### src/rst_seq_pkg.sv
// Shared constants and types for the reset entry and exit sequencer
package rst_seq_pkg;

  localparam logic [19:0] RESET_VECTOR = 20'hffff0;
  localparam int CLK_PERIOD_NS = 50;
  // External reset input must be held at least this long (board side)
  localparam int MIN_EXT_RESET_NS = 1000000;
  localparam int MIN_EXT_RESET_CYC =
    (MIN_EXT_RESET_NS + CLK_PERIOD_NS - 1) / CLK_PERIOD_NS;
  // Clock must be stable this many periods while reset is held
  localparam int MIN_STABLE_CLKS = 4;
  localparam int SYNC_STAGES = 2;
  // Reset output stays high this many clocks after release
  localparam int RST_OUT_HOLD_CYC = 2;
  // Exit points after release, given in half clock periods
  localparam int BUS_START_HALF = 9;
  localparam int FETCH_START_HALF = 13;
  localparam int BUS_START_CYC = (BUS_START_HALF + 1) / 2;
  localparam int FETCH_START_CYC = (FETCH_START_HALF + 1) / 2;
  localparam int WDT_EXIT_EXP = 16;
  localparam int WDT_EXIT_DEFAULT = 2 ** WDT_EXIT_EXP;
  localparam int SEQ_CNT_W = WDT_EXIT_EXP + 1;
  localparam logic STRAP_RESET_VAL = 1'b1;

  typedef enum logic [1:0] {
    ST_EXT,
    ST_WDT,
    ST_EXIT,
    ST_RUN
  } seq_state_t;

  // Per-UART clock source: 1 selects the external UART clock pin
  typedef struct packed {
    logic hs_uart;
    logic std_uart;
  } uart_clk_sel_t;

  typedef struct packed {
    logic tx_plus;
    logic tx_minus;
    logic output_enable;
  } xcvr_out_t;

endpackage : rst_seq_pkg

### src/reset_level_sync.sv
// Reset synchroniser: asserts at once, releases after STAGES clocks
`timescale 1ns/100ps
module reset_level_sync #(
  parameter int STAGES = 2
) (
  input wire logic clk,
  input wire logic arst_n,
  output logic hold
);

  logic [STAGES-1:0] stage_q;
  logic [STAGES-1:0] stage_d;

  // Only the last stage is read outside the chain
  always_comb begin
    stage_d = {stage_q[STAGES-2:0], 1'b0};
  end

  always_ff @(posedge clk or negedge arst_n) begin
    if (!arst_n) begin
      stage_q <= '1;
    end else begin
      stage_q <= stage_d;
    end
  end

  assign hold = stage_q[STAGES-1];

endmodule : reset_level_sync

### src/reset_entry_exit_sequencer.sv
// Reset entry and exit sequencer with UART clock select and strap capture
//
// How it works
// - External reset stops at once and clears state on the next clock
// - Execution starts at fixed vector FFFF0h
// - Asynchronous reset input synchronised before use
// - External reset overrides watchdog reset in progress
// - Override leaves watchdog cause flag cleared
// - Watchdog-only reset exits 2^16 clocks later
// - First bus cycle about 4.5 clocks after release
// - Instruction fetch about 6.5 clocks after release
// - Reset output active for any reset cause
// - Reset output high two clocks after release
// - Each UART picks its clock source independently
// - Strap low at external reset exit enables transceiver pins
`timescale 1ns/100ps
module reset_entry_exit_sequencer
  import rst_seq_pkg::*;
#(
  parameter int WDT_EXIT_CYC = WDT_EXIT_DEFAULT
) (
  input wire logic MCLK,
  input wire logic ARST_N,
  input wire logic EXT_RESET_IN_N,
  input wire logic WDT_TIMEOUT,
  input wire logic FLAG_CLEAR,
  output logic SYSTEM_RESET_DRIVE,
  output logic CPU_RESET,
  output logic BUS_START,
  output logic FETCH_START,
  output logic [19:0] FETCH_ADDR,
  output logic WATCHDOG_RESET_CAUSE_FLAG,
  input wire uart_clk_sel_t UART_CLK_SEL,
  input wire logic UART_EXT_CLOCK_IN,
  output uart_clk_sel_t UART_CLK_TICK,
  input wire logic EXT_TRANSCEIVER_STRAP,
  input wire xcvr_out_t USB_TX,
  output logic USB_RX,
  output xcvr_out_t XCVR_PINS_O,
  output logic XCVR_PINS_OE,
  input wire logic XCVR_RECEIVE_DATA
);

  localparam logic [SEQ_CNT_W-1:0] WDT_LAST =
    SEQ_CNT_W'(WDT_EXIT_CYC - 1);
  localparam logic [SEQ_CNT_W-1:0] HOLD_LAST = SEQ_CNT_W'(RST_OUT_HOLD_CYC);
  localparam logic [SEQ_CNT_W-1:0] BUS_LAST = SEQ_CNT_W'(BUS_START_CYC - 1);
  localparam logic [SEQ_CNT_W-1:0] FETCH_LAST =
    SEQ_CNT_W'(FETCH_START_CYC - 1);

  logic ext_arst_n;
  logic ext_hold;
  seq_state_t state_q, state_d;
  logic [SEQ_CNT_W-1:0] cnt_q, cnt_d;
  logic flag_q, flag_d;
  logic sysrst_q, sysrst_d;
  logic bus_q, bus_d;
  logic fetch_q, fetch_d;
  logic [19:0] addr_q, addr_d;
  logic strap_q, strap_d;
  logic ext_clk_q, ext_clk_d;
  uart_clk_sel_t tick_q, tick_d;
  xcvr_out_t pins_q, pins_d;
  logic rx_q, rx_d;
  logic ext_clk_rise;

  // The pin sets the sync chain to all ones without waiting for a clock edge
  assign ext_arst_n = ARST_N & EXT_RESET_IN_N;

  reset_level_sync #(
    .STAGES(SYNC_STAGES)
  ) u_ext_sync (
    .clk(MCLK),
    .arst_n(ext_arst_n),
    .hold(ext_hold)
  );

  // Sequencer
  always_comb begin
    state_d = state_q;
    cnt_d = cnt_q;
    flag_d = flag_q;
    sysrst_d = sysrst_q;
    bus_d = 1'b0;
    fetch_d = 1'b0;
    addr_d = 20'h00000;
    strap_d = strap_q;
    if (FLAG_CLEAR) begin
      flag_d = 1'b0;
    end
    case (state_q)
      ST_EXT: begin
        sysrst_d = 1'b1;
        if (!ext_hold) begin
          // Release edge: the strap is captured exactly here
          state_d = ST_EXIT;
          cnt_d = SEQ_CNT_W'(1);
          strap_d = EXT_TRANSCEIVER_STRAP;
        end
      end
      ST_WDT: begin
        sysrst_d = 1'b1;
        if (cnt_q == WDT_LAST) begin
          flag_d = 1'b1;
          state_d = ST_EXIT;
          cnt_d = SEQ_CNT_W'(1);
        end else begin
          cnt_d = cnt_q + SEQ_CNT_W'(1);
        end
      end
      ST_EXIT: begin
        cnt_d = cnt_q + SEQ_CNT_W'(1);
        if (cnt_q == HOLD_LAST) begin
          sysrst_d = 1'b0;
        end
        if (cnt_q == BUS_LAST) begin
          bus_d = 1'b1;
        end
        if (cnt_q == FETCH_LAST) begin
          fetch_d = 1'b1;
          addr_d = RESET_VECTOR;
          state_d = ST_RUN;
        end
      end
      ST_RUN: begin
        if (WDT_TIMEOUT) begin
          state_d = ST_WDT;
          cnt_d = '0;
          sysrst_d = 1'b1;
        end
      end
      default: begin
        state_d = ST_EXT;
        sysrst_d = 1'b1;
      end
    endcase
    // External reset beats everything, including a pending flag set
    if (ext_hold) begin
      state_d = ST_EXT;
      cnt_d = '0;
      sysrst_d = 1'b1;
      bus_d = 1'b0;
      fetch_d = 1'b0;
      addr_d = 20'h00000;
      flag_d = 1'b0;
    end
  end

  always_ff @(posedge MCLK or negedge ARST_N) begin
    if (!ARST_N) begin
      state_q <= ST_EXT;
      cnt_q <= '0;
      flag_q <= 1'b0;
      sysrst_q <= 1'b1;
      bus_q <= 1'b0;
      fetch_q <= 1'b0;
      addr_q <= 20'h00000;
      strap_q <= STRAP_RESET_VAL;
    end else begin
      state_q <= state_d;
      cnt_q <= cnt_d;
      flag_q <= flag_d;
      sysrst_q <= sysrst_d;
      bus_q <= bus_d;
      fetch_q <= fetch_d;
      addr_q <= addr_d;
      strap_q <= strap_d;
    end
  end

  // UART clock ticks and transceiver pins
  assign ext_clk_rise = UART_EXT_CLOCK_IN & ~ext_clk_q;

  always_comb begin
    ext_clk_d = UART_EXT_CLOCK_IN;
    tick_d.std_uart = UART_CLK_SEL.std_uart ? ext_clk_rise : 1'b1;
    tick_d.hs_uart = UART_CLK_SEL.hs_uart ? ext_clk_rise : 1'b1;
    pins_d = strap_q ? '0 : USB_TX;
    rx_d = ~strap_q & XCVR_RECEIVE_DATA;
  end

  always_ff @(posedge MCLK or negedge ARST_N) begin
    if (!ARST_N) begin
      ext_clk_q <= 1'b0;
      tick_q <= '0;
      pins_q <= '0;
      rx_q <= 1'b0;
    end else begin
      ext_clk_q <= ext_clk_d;
      tick_q <= tick_d;
      pins_q <= pins_d;
      rx_q <= rx_d;
    end
  end

  // Reset output rises with the pin at once, not a clock later
  assign SYSTEM_RESET_DRIVE = ext_hold | sysrst_q;
  assign CPU_RESET = ext_hold | (state_q != ST_RUN);
  assign BUS_START = bus_q;
  assign FETCH_START = fetch_q;
  assign FETCH_ADDR = addr_q;
  assign WATCHDOG_RESET_CAUSE_FLAG = flag_q;
  assign UART_CLK_TICK = tick_q;
  assign XCVR_PINS_O = pins_q;
  assign XCVR_PINS_OE = ~strap_q;
  assign USB_RX = rx_q;
endmodule : reset_entry_exit_sequencer

### config.mk
export PLATFORM = sky130hd
export DESIGN_NAME = reset_entry_exit_sequencer
export DESIGN_NICKNAME = d
export VERILOG_FILES = /design/src/rst_seq_pkg.sv /design/src/reset_level_sync.sv /design/src/reset_entry_exit_sequencer.sv
export SDC_FILE = /design/constraint.sdc
export NUM_CORES = 1
export LEC_CHECK = 0
export BUFFER_PORTS_ARGS = -buffer_cell sky130_fd_sc_hd__buf_2
export CORE_AREA = 2 2 84 46
export DETAILED_ROUTE_END_ITERATION = 10
export DIE_AREA = 0 0 86 48
export GPL_TIMING_DRIVEN = 0
export PLACE_DENSITY = 0.86
export SLEW_MARGIN = 10
export SYNTH_ARGS = -nofsm -noshare
export SYNTH_HDL_FRONTEND = slang
export SYNTH_SLANG_ARGS = --single-unit
### constraint.sdc
create_clock -name MCLK -period 3.36 [get_ports MCLK]
set_clock_uncertainty 0.05 [all_clocks]
set_input_delay 0 -clock MCLK [delete_from_list [all_inputs] [get_ports MCLK]]
set_output_delay 0 -clock MCLK [all_outputs]
set_load 0.03 [all_outputs]
# [After elaboration in Yosys (flattened, before gate mapping)]
# Cells that the tools add are included.
[word_totals] ff_bits=53 wordCells=71 out_inout_bits=32 input_bits=13
[classes] n_bitwise=8 n_addsub=1 reduce_logical=5 n_eq_ne=12 n_mux=29
[op_table] cell="$pmux W17 S4" count=1
[op_table] cell="$mux W20" count=3
[op_table] cell="$mux W17" count=3
[op_table] cell="$eq A17 B3 Y1 const B" count=2
[op_table] cell="$add A17 B1 Y17 const B" count=1
[op_table] cell="$eq A17 B16 Y1 const B" count=1
[op_table] cell="$eq A17 B2 Y1 const B" count=1
[op_table] cell="$mux W1" count=15
[op_table] cell="$ne A3 B2 Y1 const B" count=4
[op_table] cell="$mux W2" count=4
[op_table] cell="$pmux W2 S4" count=1
[op_table] cell="$eq A2 B2 Y1 const B" count=2
[op_table] cell="$reduce_and A2 Y1" count=2
[op_table] cell="$and A1 B1 Y1" count=3
[op_table] cell="$mux W3" count=1
[op_table] cell="$not A1 Y1" count=3
[op_table] cell="$pmux W1 S3" count=1
[op_table] cell="$reduce_and A3 Y1" count=1
[op_table] cell="$eq A2 B1 Y1 const B" count=1
[op_table] cell="$logic_not A2 Y1" count=1
[op_table] cell="$ne A2 B2 Y1 const B" count=1
[op_table] cell="$or A1 B1 Y1" count=2
[op_table] cell="$reduce_or A2 Y1" count=1

# [Longest topological paths before layout]
# Gate-level depths: netlist of the first run.
[depth] ltp_word=4 mapped_depth=9 ltp_nobuf=9

# [Cells and area by module]
# A second synthesis of the first run with hierarchy kept.
[unflattened] hier_cells=191 area_unflattened_um2=1788.0
[by_module_without_submodules] module="reset_entry_exit_sequencer" cells_per_inst=188 area_each_um2=1731.7 seq_area_each_um2=778.2 instances=1
[by_module_without_submodules] module="reset_level_sync" cells_per_inst=3 area_each_um2=56.3 seq_area_each_um2=52.6 instances=1

# [Worst setup path after synthesis of the first run]
# OpenSTA, ideal clock, no wires.
[synth_path] path_type="register to register" start="register cnt_q[0]" end="register cnt_q[3]" t_required_ns=3.232 arrival_time_ns=2.113 path_buffers=1 slack_ns=1.119 setup_time_ns=0.078 stages_incl_launch_ff=10 period_less_slack_ns=2.241 path_cell_list="dfrtp_1 > ha_1 > nand2_1 > nor2_1 > and3_1 > ha_1 > or3b_2 > a21o_1 > clkbuf_1 > a21oi_1"
[synth_via] elab_chain_len=4 word_cells_on_any_way=5 classes_between="add/sub (1); eq/ne (1); mux (3)"
[synth_rtl] element="start: declaration" line_no="reset_entry_exit_sequencer.sv:54" rtl="logic [SEQ_CNT_W-1:0] cnt_q, cnt_d;"
[synth_rtl] element="start signal: assignment" line_no="reset_entry_exit_sequencer.sv:161" rtl="cnt_q <= cnt_d;"
[synth_rtl] element="$add A17 B1 Y17 or $eq A17 B16 Y1 (tied branches)" line_no="reset_entry_exit_sequencer.sv:108, reset_entry_exit_sequencer.sv:112, reset_entry_exit_sequencer.sv:103"
[synth_rtl] element="$mux W17" line_no="reset_entry_exit_sequencer.sv:103" rtl="if (cnt_q == WDT_LAST) begin"
[synth_rtl] element="$pmux W17 S4 (*)" line_no="reset_entry_exit_sequencer.sv:91" rtl="case (state_q)"
[synth_rtl] element="$mux W17 (*)" line_no="reset_entry_exit_sequencer.sv:138" rtl="if (ext_hold) begin"
# Mark *: on every way between the ends. The rest lies on a longest branch, timed or not.
# A chain may end at the register's enable or synchronous reset.

# [Worst setup path in the final report of the first run]
[layout_path] start="register cnt_q[1]" end="register cnt_q[3]"
# The elaborated chain is that of the path after synthesis.

==> metrics.md, run 1 <==
| Metric | Value |
|---|---|
| Antenna cells | `0` |
| DP Area | `0.00205 mm^2` |
| Share of layout cells above drive strength 1 | `30.2%` |
| Most common cell after layout, fill and taps aside | `buf_2` |
| Worst hold slack | `235 ps` |
| Final Critical Period | `2640 ps` |
| Antenna violation net count after detailed routing | `0` |
| Yosys reg bits | `33` |
| Dominant synthesized flop cell | `dfrtp_1` |
| Cell Pwr Density | `353 mW/mm^2` |
| Site Rows | `15` |
| Final Cell Area | `0.00225 mm^2` |
| Status | `completed` |
| TritonCTS clock tree | `built` |
| Syn-to-layout area delta | `26.3%` |
| Sequential area share after synthesis | `46.7%` |
| CTS buffer count | `5` |
| Die Ht | `48 um` |
| RR Endpoint | `cnt_q[3]` |
| Post-CTS Setup Inserts | `0` |
| Final hold vios | `0` |
| Number of global-route vias before repair | `1,463` |
| Post-Place Cells | `274` |
| Clock transition at the registers of the reported paths | `70 ps` |
| First-pass GRT wire length | `7030 um` |
| Slew Viols, Final | `0` |
| Critical path startpoint | `cnt_q[1]` |
| DP HPWL | `2900 um` |
| Drc violations | `0` |
| NumNets Final | `269` |
| Worst EP arrival | `2800 ps` |
| Mapped Cells | `188` |
| RSZ-0062 raised after global routing | `false` |
| Post-synth EDFFs | `0` |
| CTS sink count | `33` |
| Leakage power | `0.00109 uW` |
| Hold Path Class | `in -> async` |
| Maximum clock rate | `379 MHz` |
| Setup CP Type | `reg -> reg` |
| Port bufs | `40` |
| Die ar. | `0.00413 mm^2` |
| CP endpoint kind | `flip-flop` |
| Initial antenna violation count | `0` |
| H-tree levels | `2` |
| IO Pins | `45` |
| Post-synth ARST share | `100%` |
| Cell variety after synth | `37` |
| Final Cycle Share | `78.6%` |
| Reg2reg setup slack | `720 ps` |
| Core box area | `0.00332 mm^2` |
| R2R depth | `9` |
| Slew headroom | `54.4%` |
| GRT Overall Usage | `24.0%` |
| Required time of the critical path | `3510 ps` |
| Drt via density | `5.23` |
| Yosys warning count | `0` |
| Gr ovfl total | `0` |
| Worst VDD drop | `0.000255 V` |
| Gpl congestion | `0.870` |
| R2r startpoint | `cnt_q[1]` |
| Avg Inst Size Synth | `9.46 um^2` |
| Post-Route WL | `4120 um` |
| CP max stage cell | `or3b_2` |
| Cell mode on critical path | `ha_1` |
| Max-Cap Viols | `0` |
| Worst Tran Pin Value | `684 ps` |
| Largest net degree at the start of global routing | `33` |
| Drt pass-1 iters | `4` |
| Final setup fails | `0` |
| Clk buf depth | `2` |
| Critical path fanouts, max | `10` |
| Initial drt markers | `149` |
| Skew-Pair Late Insertion Delay | `290 ps` |
| Post-Route Setup TNS | `0 ps` |
| Worst path cell trace | `ha_1 -> nand2_1 -> nor2_1 -> and3_1 -> ha_1 -> or3b_2 -> a21o_1 -> clkbuf_1 -> a21oi_1` |
| Most frequent cells in the layout | `41 x buf_2, 29 x dfrtp_1, 20 x buf_4` |
| CTS root buffer | `clkbuf_8` |
| Initial core utilization | `53.6%` |
| Horiz. Die Dim | `86 um` |
| Syn Std Cell Area | `0.00178 mm^2` |
| Drt wl/cell | `14.0 um` |
| CP startpoint kind | `flip-flop` |
| Via count | `1,537` |
| Max incr delay on CP | `480 ps` |
| Final cell count without fillers | `294` |
## synthesized netlist by cell type, types with 6 or more instances
| cell type | n | share of area (%) |
|---|---|---|
| buf_4 | 20 | 8.4 |
| o21ai_0 | 10 | 2.8 |
| nand4_1 | 7 | 2.5 |
| xnor2_1 | 8 | 3.9 |
| nor4_1 | 6 | 2.1 |
| a21oi_1 | 9 | 2.5 |
| nor2b_1 | 7 | 2.5 |
| dfrtp_1 | 29 | 41 |
| inv_1 | 8 | 1.7 |
| nand2_1 | 17 | 3.6 |
| nor2_1 | 14 | 3.0 |
## report_power, final
group / total, uW / internal (uW) / switching [uW]
registers: 419 / 412 / 7.32
clock network: 288 / 147 / 141
logic: 87.4 / 32.8 / 54.6
total: 794 / 591 / 202
## per-stage QoR
step           power, uW  setup slack, ps  utilization [%]
6_report             794              718             67.6
5_1_grt              833              565             67.6
4_1_cts              798              720             67.6
3_5_place_dp         502              764             61.6
3_3_place_gp         499              825             61.6
2_1_floorplan        472             1120                -
## routing by layer
layer	vias to the layer above	part of all wire, %	track usage [%]
met5	-	0	0
met4	0	1.8	10.8
met3	10	8.3	6.21
met2	71	43	38.8
met1	712	47	31.7
li1	744	-	-
## final cells by class
type | instances | area [um^2]
fillers | 273 | 1070
flip-flops and latches | 33 | 831
multi-input cells | 124 | 741
repair buffers | 52 | 320
plain buffers | 27 | 193
clock buffers | 8 | 80.1
well taps | 42 | 52.6
inverters | 8 | 30.0
## kinds of logic after synthesis
family | share of synthesized area (%)
adder cells (fa/ha/maj) | 3.52
AO/OA/AOI/OAI | 8.30
XOR/XNOR | 3.94
buffers and inverters | 12.5
multiplexers | 0.563
flip-flops | 46.7
other | 0.211
AND/OR/NAND/NOR | 24.3
## worst max path at each step
stage | endpoint | slack (ps) | cells after the start
2_1_floorplan | cnt_q[3] | 1120 | 9
3_3_place_gp | cnt_q[3] | 820 | 9
3_5_place_dp | cnt_q[3] | 760 | 9
4_1_cts | cnt_q[3] | 720 | 9
5_1_grt | cnt_q[3] | 560 | 9
6_report | cnt_q[3] | 720 | 9
## worst max-delay path: cells and delay by family (launching register included)
kind / cells / cell delay, ps
simple gates: 4 / 930
fa+ha+maj: 2 / 450
compound gates: 2 / 440
flops: 1 / 430
buf+inv: 1 / 260
## sequential cells by signal, summed over array words and instances, names as in the netlist, 2 cells and up
| register | count |
|---|---|
| cnt_q | 17 |
| XCVR_PINS_O | 3 |
| UART_CLK_TICK | 2 |
| state_q | 2 |
| u_ext_sync.stage_q | 2 |
## timing repair
action	CTS	global route
hold endpoints to repair	41	0
gates resized for setup	0	0
hold buffers	12	0
No activity file was read; power rests on OpenSTA's default activity.
==> run 2: changes to the inputs <==
CORE_AREA = 2 2 86 47   (was 2 2 84 46)
DIE_AREA = 0 0 88 49   (was 0 0 86 48)
PLACE_DENSITY = 0.82   (was 0.86)
clock period = 2.6 ns   (was 3.36 ns; I/O delays follow)
==> run 2 against run 1 <==
Against the previous run: critical path depth unchanged; worst hold slack got worse by 200 ps; maximum frequency up 6.7%; sequential power grew 29%; wire length shrank 3.1%; critical path type unchanged; largest power group unchanged; highest routed layer unchanged.
==> metrics.md, run 2 (synthesized netlist as in run 1, its figures left out) <==
| Metric | Value |
|---|---|
| Status | `completed (unchanged)` |
| CTS buffer count | `5 (unchanged)` |
| R2r startpoint | `cnt_q[1] (unchanged)` |
| Gr ovfl total | `0 (unchanged)` |
| Site Rows | `16 (was 15)` |
| Drt via density | `5.00 (was 5.23)` |
| Core box area | `0.00362 mm^2 (was 0.00332 mm^2)` |
| Horiz. Die Dim | `88 um (was 86 um)` |
| Post-Route WL | `3990 um (was 4120 um)` |
| DP HPWL | `2930 um (was 2900 um)` |
| Hold Startpoint | `WDT_TIMEOUT` |
| TritonCTS clock tree | `built (unchanged)` |
| Hold Path Class | `in -> reg (was in -> async)` |
| Drc violations | `0 (unchanged)` |
| M1 GR Usage | `27.9% (was 31.7%)` |
| H-tree levels | `2 (unchanged)` |
| Max incr delay on CP | `500 ps (was 480 ps)` |
| Initial drt markers | `77 (was 149)` |
| Gpl congestion | `0.899 (was 0.870)` |
| Antenna violation net count after detailed routing | `0 (unchanged)` |
| Hold Path Stages | `4` |
| Worst VDD drop | `0.000384 V (was 0.000255 V)` |
| Required time of the critical path | `2760 ps (was 3510 ps)` |
| Multi-input gate area | `743 um^2 (was 741 um^2)` |
| Top reg by flops | `cnt_q (unchanged)` |
| NumNets Final | `268 (was 269)` |
| Number of global-route vias before repair | `1,362 (was 1,463)` |
| Final hold vios | `0 (unchanged)` |
| Final setup fails | `0 (unchanged)` |
| Worst hold slack | `36.1 ps (was 235 ps)` |
| Slew headroom | `54.1% (was 54.4%)` |
| Worst Hold End | `state_q[1]` |
| CP endpoint kind | `flip-flop (unchanged)` |
| Reg2reg setup slack | `120 ps (was 720 ps)` |
| Max-Cap Viols | `0 (unchanged)` |
| Final Cycle Share | `95.2% (was 78.6%)` |
| Most frequent cells in the layout | `42 x buf_2, 29 x dfrtp_1, 20 x buf_4 (was 41 x buf_2, 29 x dfrtp_1, 20 x buf_4)` |
| R2R depth | `9 (unchanged)` |
| Drt wl/cell | `13.1 um (was 14.0 um)` |
| Skew-Pair Late Insertion Delay | `280 ps (was 290 ps)` |
| Cell Pwr Density | `500 mW/mm^2 (was 353 mW/mm^2)` |
| Leakage power | `0.00111 uW (was 0.00109 uW)` |
| GRT Overall Usage | `19.2% (was 24.0%)` |
| Syn-to-layout area delta | `28.8% (was 26.3%)` |
| Worst EP arrival | `2630 ps (was 2800 ps)` |
| # fillers | `293 (was 273)` |
| IO Pins | `45 (unchanged)` |
| GRT met3 Usage | `6.09% (was 6.21%)` |
| CP max stage cell | `or3b_2 (unchanged)` |
| Share of layout cells above drive strength 1 | `31.9% (was 30.2%)` |
| Slew Viols, Final | `0 (unchanged)` |
| Clock transition at the registers of the reported paths | `70 ps (about the same)` |
| Clk buf depth | `2 (unchanged)` |
| Post-Route Setup TNS | `0 ps (unchanged)` |
| CP startpoint kind | `flip-flop (unchanged)` |
| Maximum clock rate | `404 MHz (was 379 MHz)` |
| Antenna cells | `0 (unchanged)` |
| Drt pass-1 iters | `4 (unchanged)` |
| Critical path startpoint | `cnt_q[1] (unchanged)` |
| Die ar. | `0.00431 mm^2 (was 0.00413 mm^2)` |
| Met2 usage | `26.1% (was 38.8%)` |
| Die Ht | `49 um (was 48 um)` |
| GR peak layer | `met1 (was met2)` |
| Cell mode on critical path | `ha_1 (unchanged)` |
| Post-CTS Setup Inserts | `0 (unchanged)` |
| Initial core utilization | `49.1% (was 53.6%)` |
| Reg area | `831 um^2 (unchanged)` |
| Max FFs per register | `17 (unchanged)` |
| Worst Tran Pin Value | `688 ps (was 684 ps)` |
| Setup CP Type | `reg -> reg (unchanged)` |
| CTS sink count | `33 (unchanged)` |
| RSZ-0062 raised after global routing | `false (unchanged)` |
| Critical path fanouts, max | `10 (unchanged)` |
| Initial antenna violation count | `0 (unchanged)` |
| Most common cell after layout, fill and taps aside | `buf_2 (unchanged)` |
| RR Endpoint | `cnt_q[3] (unchanged)` |
| First-pass GRT wire length | `6330 um (was 7030 um)` |
| Via count | `1,526 (was 1,537)` |
| Worst path cell trace | `ha_1 -> nand2_2 -> nor2_1 -> and3_1 -> ha_1 -> or3b_2 -> a21o_1 -> buf_2 -> a21oi_1 (was ha_1 -> nand2_1 -> nor2_1 -> and3_1 -> ha_1 -> or3b_2 -> a21o_1 -> clkbuf_1 -> a21oi_1)` |
| Largest net degree at the start of global routing | `33 (unchanged)` |
| Final Critical Period | `2480 ps (was 2640 ps)` |
| CTS root buffer | `clkbuf_8 (unchanged)` |
| Port bufs | `40 (unchanged)` |
[run 2: cell count changes in the layout (fill, tap and decap cells not counted), sizes merged]
| cell | change |
|---|---|
| dlygate4sd3 | -1 |
| bufinv | +1 |
| clkbuf | -2 |
| buf | +1 |
[run 2: metrics by stage]
step	util, %	setup WS (ps)	power, uW	area, um^2	std cells
6_report	63.3	125	1150	2290	305
3_5_place_dp	56.9	57.0	650	2060	286
2_1_floorplan	-	359	610	1790	192
5_1_grt	63.3	29.8	1200	2290	305
4_1_cts	63.2	18.8	1160	2290	305
3_3_place_gp	56.9	55.0	645	2060	286
[run 2: what timing repair did]
action,in CTS,in global routing
setup endpoints to repair,0,11
resized for setup,0,4
hold endpoints to repair,40,0
hold buffers,11,0
[run 2: worst max-delay path by stage]
stage | end | slack (ps) | cells past startpoint
2_1_floorplan | cnt_q[3] | 360 | 9
3_3_place_gp | cnt_q[3] | 60 | 9
3_5_place_dp | cnt_q[4] | 60 | 9
4_1_cts | cnt_q[3] | 20 | 9
5_1_grt | cnt_q[4] | 30 | 9
6_report | cnt_q[3] | 120 | 9
[run 2: metal layers]
layer,up-vias,wire length (um)
met1,707,1900
met5,-,0
met3,17,262
met4,0,101
met2,64,1720
li1,738,-
[run 2: final cells by class]
class / count / share of cell area [%]
flip-flops and latches: 33 / 36.2
multi-input cells: 124 / 32.4
repair buffers: 51 / 13.5
plain buffers: 27 / 8.46
clock buffers: 7 / 3.77
well taps: 54 / 2.95
clock inverters: 1 / 1.31
inverters: 8 / 1.31
[run 2: critical path, delay by kind of cell (launching register included)]
family | cells | cell delay (ps)
compound gates | 2 | 360
fa+ha+maj | 2 | 480
flops | 1 | 430
simple gates | 4 | 890
buf+inv | 1 | 200
[run 2: where the power goes]
group          internal, uW  switching (uW)  total (uW)
Sequential              532            9.91         542
Combinational          42.0            70.9         113
Clock                   312             180         492
